**config.mk**
```make
export PLATFORM = sky130hd
export DESIGN_NAME = scp_core
export DESIGN_NICKNAME = d
export VERILOG_FILES = /design/src/rtl/scp_pkg.sv /design/src/rtl/scp_bridge.sv /design/src/rtl/scp_core.sv
export VERILOG_INCLUDE_DIRS = /design/src /design/src/rtl
export SDC_FILE = /design/constraint.sdc
export NUM_CORES = 1
export LEC_CHECK = 0
export ABC_AREA = 1
export BUFFER_PORTS_ARGS = -buffer_cell sky130_fd_sc_hd__buf_4
export CORE_ASPECT_RATIO = 1.2
export CORE_UTILIZATION = 30
export CTS_CLUSTER_DIAMETER = 100
export DETAILED_ROUTE_END_ITERATION = 10
export GPL_TIMING_DRIVEN = 0
export PLACE_DENSITY_LB_ADDON = 0.15
export SLEW_MARGIN = 20
export SYNTH_ARGS = -nofsm -noshare
export SYNTH_HDL_FRONTEND = slang
export SYNTH_SLANG_ARGS = --single-unit
```
**constraint.sdc**
```tcl
create_clock -name mclk_i -period 3.4 [get_ports mclk_i]
set_input_delay 0.68 -clock mclk_i [delete_from_list [all_inputs] [get_ports mclk_i]]
set_output_delay 0.68 -clock mclk_i [all_outputs]
set_load 0.05 [all_outputs]
```
**src/rtl/scp_defines.svh**
```systemverilog
`ifndef SCP_DEFINES_SVH
`define SCP_DEFINES_SVH

// ****************************************************************
// Timing
// ****************************************************************
`define SCP_CLK_PERIOD_NS    20
// Chopper oscillator tick: 50 MHz / 1600 kHz is about 31 clocks
`define SCP_OSC_DIV          5'd30
// Chopping period in oscillator ticks (1600 kHz / 100 kHz)
`define SCP_CHOP_TICKS       4'hf
// Fast decay share: 37.5 % of 16 ticks = 6 ticks
`define SCP_SPLIT_TICKS      4'h6
// Blanking 200..500 ns, least time rounded up
`define SCP_BLANK_NS         200
`define SCP_BLANK_CYC        ((`SCP_BLANK_NS + `SCP_CLK_PERIOD_NS - 1) / `SCP_CLK_PERIOD_NS)
// Overcurrent mask, in oscillator ticks
`define SCP_OC_MASK_TICKS    3'h4

`endif

```
**src/rtl/scp_pkg.sv**
```systemverilog
package scp_pkg;

  typedef enum logic [3:0] {
    SCP_OFF    = 4'b0001,
    SCP_CHARGE = 4'b0010,
    SCP_FAST   = 4'b0100,
    SCP_SLOW   = 4'b1000
  } scp_mode_t;

  typedef struct packed {
    logic high_side_first;
    logic high_side_second;
    logic low_side_first;
    logic low_side_second;
  } scp_gates_t;

endpackage

```
**src/rtl/scp_bridge.sv**
```systemverilog
`timescale 1ns/10ps
`default_nettype none
`include "scp_defines.svh"

// One H-bridge chopper: mode machine, blanking and gate pattern
module scp_bridge
  import scp_pkg::*;
(
  input  wire logic       mclk_i,
  input  wire logic       rstn_i,
  input  wire logic       ce_i,
  input  wire logic       run_i,
  input  wire logic       period_start_i,
  input  wire logic       split_i,
  input  wire logic       mixed_i,
  input  wire logic       dir_i,
  input  wire logic       peak_i,
  output scp_pkg::scp_gates_t gates_o
);
  import scp_pkg::*;

  scp_mode_t  mode_q,  mode_d;
  logic [4:0] blank_q, blank_d;
  scp_gates_t gates_q, gates_d;

  function automatic scp_gates_t pattern(input scp_mode_t m, input logic fwd);
    scp_gates_t g;
    g = '0;
    case (m)
      SCP_CHARGE: g = fwd ? 4'b1001 : 4'b0110;
      SCP_SLOW:   g = 4'b0011;
      SCP_FAST:   g = fwd ? 4'b0110 : 4'b1001;
      default:    g = '0;
    endcase
    return g;
  endfunction

  always_comb begin
    mode_d  = mode_q;
    blank_d = (blank_q != 5'h0) ? blank_q - 5'h1 : blank_q;
    if (!run_i) begin
      mode_d = SCP_OFF;
    end else if (period_start_i) begin
      mode_d = SCP_CHARGE;
    end else begin
      case (mode_q)
        SCP_CHARGE: begin
          if (peak_i && blank_q == 5'h0) begin
            mode_d = mixed_i ? SCP_FAST : SCP_SLOW;
          end
        end
        SCP_FAST: begin
          if (split_i) begin
            mode_d = SCP_SLOW;
          end
        end
        SCP_SLOW: mode_d = SCP_SLOW;
        SCP_OFF:  mode_d = SCP_OFF;
        default:  mode_d = SCP_OFF;
      endcase
    end
    if (mode_d != mode_q) begin
      blank_d = 5'(`SCP_BLANK_CYC);
    end
    gates_d = pattern(mode_d, dir_i);
  end

  always_ff @(posedge mclk_i or negedge rstn_i) begin
    if (!rstn_i) begin
      mode_q  <= SCP_OFF;
      blank_q <= 5'h0;
      gates_q <= '0;
    end else if (ce_i) begin
      mode_q  <= mode_d;
      blank_q <= blank_d;
      gates_q <= gates_d;
    end
  end

  assign gates_o = gates_q;

endmodule

`default_nettype wire

```
**src/rtl/scp_core.sv**
```systemverilog
`timescale 1ns/10ps
`default_nettype none
`include "scp_defines.svh"

// Summary of operation
// - Thermal trip resets, all transistors off
// - Thermal fault held until standby released High
// - Overcurrent trip resets, all transistors off
// - Overcurrent ignored for four oscillator ticks
// - Outputs off three to four ticks after overcurrent starts
// - Overcurrent latched until standby rises
// - Latched overcurrent behaves like standby, but the chopper oscillator keeps running
// - Resume chopping within four ticks after release
// - Mixed decay: fast 37.5 percent, then slow
// - Period counter, restarts each period
// - Forward gate patterns per mode
// - Reverse gate patterns per mode
// - Mode changes are automatic
// - Ignore sense for blanking after switching
module scp_core
  import scp_pkg::*;
(
  // Clock, reset, enable
  input  wire logic       mclk_i,
  input  wire logic       rstn_i,
  input  wire logic       ce_i,
  // Host controls
  input  wire logic       standby_n_i,
  input  wire logic       phase_a_i,
  input  wire logic       phase_b_i,
  input  wire logic       enable_a_i,
  input  wire logic       enable_b_i,
  input  wire logic       mixed_decay_i,
  // Analog comparators
  input  wire logic       peak_a_i,
  input  wire logic       peak_b_i,
  input  wire logic       thermal_trip_i,
  input  wire logic       overcurrent_trip_i,
  // Gates and status
  output scp_pkg::scp_gates_t gates_a_o,
  output scp_pkg::scp_gates_t gates_b_o,
  output logic            chop_osc_clock_o,
  output logic            thermal_fault_o,
  output logic            overcurrent_fault_o
);
  import scp_pkg::*;

  // ****************************************************************
  // Chopper oscillator and period counter
  // ****************************************************************
  logic [4:0] div_q, div_d;
  logic       osc_q, osc_d;
  logic       tick_q, tick_d;
  logic [3:0] per_q, per_d;
  logic       start_q, start_d;
  logic       split_q, split_d;

  logic       stby_q;
  logic       tf_q, tf_d;
  logic       of_q, of_d;
  logic [2:0] oc_cnt_q, oc_cnt_d;
  logic       run_q, run_d;

  logic       stby_rise;
  assign stby_rise = standby_n_i && !stby_q;

  always_comb begin
    div_d   = div_q;
    osc_d   = osc_q;
    tick_d  = 1'b0;
    per_d   = per_q;
    start_d = 1'b0;
    split_d = 1'b0;
    if (!standby_n_i) begin
      div_d = 5'h0;
      osc_d = 1'b0;
      per_d = 4'h0;
    end else if (stby_rise) begin
      // Release opens a fresh period at once rather than waiting up to 16 ticks
      div_d   = 5'h0;
      per_d   = 4'h0;
      start_d = 1'b1;
    end else if (div_q == `SCP_OSC_DIV) begin
      div_d  = 5'h0;
      osc_d  = ~osc_q;
      tick_d = 1'b1;
      // Counter restarts when a period is complete
      if (per_q == `SCP_CHOP_TICKS) begin
        per_d   = 4'h0;
        start_d = 1'b1;
      end else begin
        per_d = per_q + 4'h1;
      end
      split_d = (per_q + 4'h1 == `SCP_SPLIT_TICKS);
    end else begin
      div_d = div_q + 5'h1;
    end
  end

  // ****************************************************************
  // Protection latches
  // ****************************************************************
  always_comb begin
    tf_d     = tf_q;
    of_d     = of_q;
    oc_cnt_d = oc_cnt_q;
    // A new thermal trip in the release cycle still wins
    if (stby_rise) begin
      tf_d = 1'b0;
      of_d = 1'b0;
    end
    if (thermal_trip_i) begin
      tf_d = 1'b1;
    end
    if (!overcurrent_trip_i || of_q) begin
      oc_cnt_d = 3'h0;
    end else if (tick_q) begin
      // Trip only after the level persists through the mask
      if (oc_cnt_q == `SCP_OC_MASK_TICKS - 3'h1) begin
        of_d = 1'b1;
      end else begin
        oc_cnt_d = oc_cnt_q + 3'h1;
      end
    end
    run_d = standby_n_i && !tf_d && !of_d;
  end

  always_ff @(posedge mclk_i or negedge rstn_i) begin
    if (!rstn_i) begin
      div_q    <= 5'h0;
      osc_q    <= 1'b0;
      tick_q   <= 1'b0;
      per_q    <= 4'h0;
      start_q  <= 1'b0;
      split_q  <= 1'b0;
      stby_q   <= 1'b0;
      tf_q     <= 1'b0;
      of_q     <= 1'b0;
      oc_cnt_q <= 3'h0;
      run_q    <= 1'b0;
    end else if (ce_i) begin
      div_q    <= div_d;
      osc_q    <= osc_d;
      tick_q   <= tick_d;
      per_q    <= per_d;
      start_q  <= start_d;
      split_q  <= split_d;
      stby_q   <= standby_n_i;
      tf_q     <= tf_d;
      of_q     <= of_d;
      oc_cnt_q <= oc_cnt_d;
      run_q    <= run_d;
    end
  end

  // ****************************************************************
  // Bridges
  // ****************************************************************
  // A standby release starts a period, so chopping resumes two clocks later;
  // a bridge enabled mid-period waits for the next period start.
  scp_bridge u_bridge_a (
    .mclk_i         (mclk_i),
    .rstn_i         (rstn_i),
    .ce_i           (ce_i),
    .run_i          (run_q && enable_a_i),
    .period_start_i (start_q),
    .split_i        (split_q),
    .mixed_i        (mixed_decay_i),
    .dir_i          (phase_a_i),
    .peak_i         (peak_a_i),
    .gates_o        (gates_a_o)
  );

  scp_bridge u_bridge_b (
    .mclk_i         (mclk_i),
    .rstn_i         (rstn_i),
    .ce_i           (ce_i),
    .run_i          (run_q && enable_b_i),
    .period_start_i (start_q),
    .split_i        (split_q),
    .mixed_i        (mixed_decay_i),
    .dir_i          (phase_b_i),
    .peak_i         (peak_b_i),
    .gates_o        (gates_b_o)
  );

  assign chop_osc_clock_o    = osc_q;
  assign thermal_fault_o     = tf_q;
  assign overcurrent_fault_o = of_q;

endmodule

`default_nettype wire

```
### Word level (Yosys, flattened, before mapping)

Index checks and enable logic that the tools add are counted.
Widths: inputs -> output; s select.

| word-level totals | value |
|---|---|
| bits in registers | 46 |
| input port bits | 13 |
| output and inout port bits | 11 |
| latch bits | 0 |
| memories | 0 |
| word-level logic and storage cells | 125 |
| bits in read-only memories | 0 |
| bits in writable memories | 0 |

| cells by class | value |
|---|---|
| $add $sub $neg | 5 |
| mux-type cells | 50 |
| shift operators | 0 |
| reduce and logical (&&, ||, !) cells | 24 |
| equality and inequality tests | 22 |
| order comparisons | 0 |
| div/mod/pow operators | 0 |
| bitwise logic cells | 1 |
| multiply operators | 0 |

Operators by type and width:

| kind | count |
|---|---|
| $mux 4 | 17 |
| $pmux 4 s3 | 4 |
| $mux 5 | 7 |
| $eq 4x3->1 const B | 5 |
| $eq 4x4->1 const B | 5 |
| $mux 1 | 19 |
| $eq 4x2->1 const B | 4 |
| $logic_not 5->1 | 2 |
| $reduce_bool 5->1 | 2 |
| $sub 5x1->5 const B | 2 |
| $mux 3 | 3 |
| $ne 4x4->1 | 2 |
| $logic_and 1x1->1 | 7 |
| $reduce_and 2->1 | 3 |
| $reduce_and 3->1 | 2 |
| $reduce_bool 2->1 | 3 |
| $add 5x1->5 const B | 1 |
| $eq 5x5->1 const B | 1 |
| $add 4x1->4 const B | 1 |
| $logic_not 1->1 | 4 |
| $ne 2x2->1 const B | 2 |
| $add 3x1->3 const B | 1 |
| $eq 3x2->1 const B | 1 |
| $ne 3x1->1 const B | 1 |
| other kinds (3) | 3 |

### Depth between registers and ports, before layout

| depth | value |
|---|---|
| depth in word-level cells | 9 |
| depth in mapped cells | 16 |

### Cells and area by module

A second synthesis with hierarchy kept.

| unflattened totals | value |
|---|---|
| cell total of the unflattened synthesis | 416 |
| area, all modules | 2949.1 um2 |

By module, submodules not included:

| module | times used | cells each | area each (um2) |
|---|---|---|---|
| scp_core | 1 | 142 | 1081.0 |
| scp_bridge (u_bridge_a) | 1 | 138 | 968.4 |
| scp_bridge (u_bridge_b) | 1 | 136 | 899.6 |

### Worst setup path after synthesis

OpenSTA, ideal clock, no wires.

| timing path | value |
|---|---|
| path kind | register -> register |
| start | register u_bridge_b.blank_q[0] |
| end | register u_bridge_b.blank_q[2] |
| path buffers | 0 |
| clock period less this slack | 1.698 ns |
| setup slack | 1.702 ns |
| cell stages (with the launch flop) | 14 |
| setup time | 0.117 ns |
| arrival time | 1.581 ns |
| data required time | 3.283 ns |
| cell sequence | dfrtp_1 -> inv_1 -> ha_1 -> inv_1 -> nor2_1 -> nand4_1 -> o21ai_1 -> nand2_2 -> nand2_2 -> nand2_2 -> nand4_4 -> nand2_2 -> nand2_1 -> nand2_1 |

| between the ends | value |
|---|---|
| longest elaborated chain between the ends | 9 |
| elaborated cells on any way between the ends | 13 |

Ends and longest elaborated chain:

| element | line | RTL |
|---|---|---|
| start: declaration | scp_bridge.sv:23 | `logic [4:0] blank_q, blank_d;` |
| start signal: assignment | scp_bridge.sv:75 | `blank_q <= blank_d;` |
| $logic_not 5->1 | scp_bridge.sv:48 | `if (peak_i && blank_q == 5'h0) begin` |
| $logic_and 1x1->1 | scp_bridge.sv:48 |  |
| $mux 4 | scp_bridge.sv:48 |  |
| $pmux 4 s3 | scp_bridge.sv:46 | `case (mode_q)` |
| $mux 4 | scp_bridge.sv:43 | `end else if (period_start_i) begin` |
| $mux 4 | scp_bridge.sv:41 | `if (!run_i) begin` |
| $ne 4x4->1 | scp_bridge.sv:62 | `if (mode_d != mode_q) begin` |
| $reduce_bool 2->1 (no line) | -- |  |
| $reduce_and 2->1 (no line) | -- |  |

Several ways; a longest one is shown, not always the timed one. The select of a mux whose other input is x is not followed.
A chain may end at the register's enable or synchronous reset.

### Worst setup path after layout

| timing path | value |
|---|---|
| start | register u_bridge_b.blank_q[0] |
| end | register u_bridge_b.blank_q[4] |

The elaborated chain is that of the path after synthesis.

==> results.py <==
metrics = {
    "worst_setup_path": {
        "path_buf_inv": 2,
        "crit_required_ps": 3650,
        "reg2reg_from": "u_bridge_b.blank_q[0]",
        "max_stage_delay_ps": 400,
        "crit_family": "simple AND/OR/NAND/NOR gates",
        "start_kind": "register",
        "cp_slowest_cell": "dfrtp_1",
        "crit_type": "register to register",
        "r2r_setup_slack_ps": 1480,
        "r2r_cells": 14,
        "cp.arrival_ps": 2170,
        "cp.depth": 14,
        "critPathCaptureType": "register",
        "cp_max_fo": 4,
        "crit_path_frequent_cell": "nand2_1",
        "reg2reg_to": "u_bridge_b.blank_q[4]",
        "crit_chain": "inv_1, ha_1, inv_1, nor2_1, nand3_1, nand2_1, nand2_1, nand2_1, nand2_1, nor2_4, nand2_2, nor2_4, nand4_1, nand2_1",
    },
    "placement": {
        "gp_congestion": 0.797,
        "place_hpwl_um": 4700,
        "port_buffers": 22,
        "place_area_um2": 3110,
    },
    "sta": {
        "period_share_pct": 56.6,
        "clock.fmax_mhz": 520,
        "setup_viol": 0,
        "slew_violations": 0,
        "slew_headroom_pct": 59.3,
        "hold_viol": 0,
        "fin_skew_ps": 7.34,
        "setup_tns_ps": 0,
        "tightest_slew_ps": 611,
        "fin_crit_ps": 1920,
        "rsz0062_at_grt": "no",
    },
    "cells_and_area": {
        "postLayoutCellArea_um2": 3220,
        "nFillCells": 956,
        "antenna_cells": 0,
        "drive_above_1_share_pct": 18.5,
        "syn2layout_area_growth_pct": 15.2,
        "layout.nets": 401,
    },
    "grt": {
        "grt_pass1_vias": 2368,
        "grt_max_degree": 47,
        "grt_pass1_wl_um": 11100,
        "grtUsageTotal_pct": 14.4,
        "grt_overflow_total": 0,
        "antenna_found_initial": 0,
    },
    "yosys": {
        "syn_area_um2": 2800,
        "netlist.top_cell.by_area": "dfrtp_1",
        "yosysWarnings": 0,
        "async_flop_share_pct": 100,
        "ys_types": 35,
        "synth_top_area_share_pct": 39.4,
        "synth.top_cells.by_area": "dfrtp_1 (39%), nand2_1 (12%), nand3_1 (6.3%)",
        "avgSynthCellArea_um2": 8.01,
        "syn_nets": 372,
        "synth_edf_count": 0,
        "synth_ff_type": "dfrtp_1",
        "synthCells": 349,
        "ys_seq_area_share_pct": 41.3,
        "ys_ff_latch": 46,
    },
    "die": {
        "fp.dieW_um": 90.1,
        "initial_utilization_pct": 31.0,
        "row_count": 38,
        "fp.dieArea_um2": 9710,
        "die_h_um": 108,
        "core-area_um2": 9030,
        "io_pins": 24,
    },
    "route": {
        "initialDrtViolationCount": 96,
        "route.vias.total": 2329,
        "drt_pass1_iterations": 5,
        "viasPerCell": 4.67,
        "post_drt_wl_per_cell_um": 12.8,
        "drc": 0,
        "wl_um": 6370,
        "ant_nets": 0,
    },
    "cts": {
        "cts_buffer_depth": 2,
        "clk_latency_ps": 310,
        "h-tree-depth": 2,
        "cts_resized": 0,
        "cts_made_buffers": 5,
        "cts_setup_buffers": 0,
        "cts_tree": "done",
        "cts_hold_buf": 0,
        "clk_pin_slew_ps": 90,
        "clock-sinks": 46,
        "cts-root-buf": "clkbuf_8",
    },
    "power": {
        "power_leakage_nw": 1.66,
        "irDropWorstVdd_mv": 0.242,
        "p_per_area_nw_per_um2": 522,
        "total_power_w": 0.00168,
    },
    "min_path": {
        "worstHoldPathType": "input pin to async pin",
    },
    "flow_run": {
        "cap_viol_max_count": 0,
    },
    "run_status": {
        "status": "complete, no violations",
    },
}
registers in the layout, indices dropped and copies added, names as in the netlist:
register	cells
stby_q	1
u_bridge_b.gates_o	4
u_bridge_b.mode_q	4
u_bridge_a.mode_q	4
start_q	1
split_q	1
u_bridge_a.blank_q	5
u_bridge_a.gates_o	4
oc_cnt_q	3
per_q	4
overcurrent_fault_o	1
tick_q	1
u_bridge_b.blank_q	5
run_q	1
chop_osc_clock_o	1
div_q	5
thermal_fault_o	1
cell usage in the layout, fill, tap and decap left out, types with 2 or more instances in the layout:
| cell type | instances |
|---|---|
| nand2_2 | 12 |
| buf_4 | 22 |
| inv_1 | 37 |
| xnor2_1 | 3 |
| nand3_2 | 4 |
| nand2_4 | 3 |
| a21oi_1 | 6 |
| nand2_1 | 86 |
| clkbuf_1 | 5 |
| o21ai_0 | 23 |
| buf_2 | 2 |
| nor2_2 | 3 |
| o22ai_1 | 2 |
| nand4_1 | 15 |
| nor2_1 | 19 |
| clkbuf_8 | 5 |
| xor2_1 | 8 |
| nor3_1 | 3 |
| nand3b_1 | 3 |
| inv_2 | 5 |
| ha_1 | 10 |
| o21ai_1 | 2 |
| dfstp_2 | 2 |
| nand3_1 | 35 |
| o21a_1 | 4 |
| nor2_4 | 4 |
| dfrtp_1 | 44 |
routing by layer:
layer / share of wire, % / global-route usage (%) / wire length [µm] / up-vias
met5: 0 / 0 / 0 / -
met4: 1.7 / 4.95 / 110 / 0
met3: 2.0 / 2.33 / 126 / 9
met2: 49 / 25.5 / 3110 / 26
met1: 47 / 17.6 / 3020 / 1099
li1: - / - / - / 1195
stage by stage:
step / util [%] / hold slack, ps / setup slack (ps) / cells
after CTS: 35.7 / 403 / 1440 / 499
after global placement: 34.4 / 466 / 1420 / 491
after floorplan: - / 384 / 1700 / 349
final: 35.7 / 369 / 1480 / 499
after global routing: 35.7 / 427 / 1190 / 499
after detailed placement: 34.4 / 474 / 1410 / 491
Yosys cell counts, drive strengths merged, types with 3 or more instances:
| cell type | count |
|---|---|
| a21oi | 7 |
| buf | 3 |
| clkbuf | 4 |
| dfrtp | 44 |
| ha | 10 |
| inv | 42 |
| nand2 | 101 |
| nand3 | 40 |
| nand3b | 3 |
| nand4 | 16 |
| nor2 | 27 |
| nor3 | 3 |
| o21a | 4 |
| o21ai | 25 |
| xnor2 | 3 |
| xor2 | 8 |
kinds of logic after synthesis:
group,after synthesis,synth area share [%]
buffers and inverters,49,6.93
AO/OA/AOI/OAI,41,8.55
XOR/XNOR,11,3.45
AND/OR/NAND/NOR,191,35.0
adder cells (fa/ha/maj),10,4.47
multiplexers,1,0.358
flip-flops,46,41.3
power by group:
group,switching (W),internal (W)
clock network,0.000207,0.000220
registers,0.0000899,0.000642
logic,0.000312,0.000209
cell type report:
cell class,count,area [µm²],share of cell area (%)
clock inverter,2,37.5,1.17
timing repair buffer,22,165,5.13
multi-input combinational,254,1450,45.0
inverter,42,158,4.89
tap,120,150,4.66
clock buffer,6,72.6,2.25
sequential,46,1150,35.8
buffer,7,36.3,1.13
worst max path at each step:
| stage | startpoint | to | slack [ps] |
|---|---|---|---|
| 2_1_floorplan | u_bridge_b.blank_q[0] | u_bridge_b.blank_q[2] | 1700 |
| 5_1_grt | u_bridge_b.blank_q[0] | u_bridge_b.blank_q[4] | 1190 |
| 3_5_place_dp | enable_b_i | u_bridge_b.blank_q[4] | 1410 |
| 3_3_place_gp | enable_b_i | u_bridge_b.blank_q[4] | 1420 |
| 6_report | u_bridge_b.blank_q[0] | u_bridge_b.blank_q[4] | 1480 |
| 4_1_cts | u_bridge_b.blank_q[0] | u_bridge_b.blank_q[0] | 1440 |
Power figures use the tool's default switching activity.
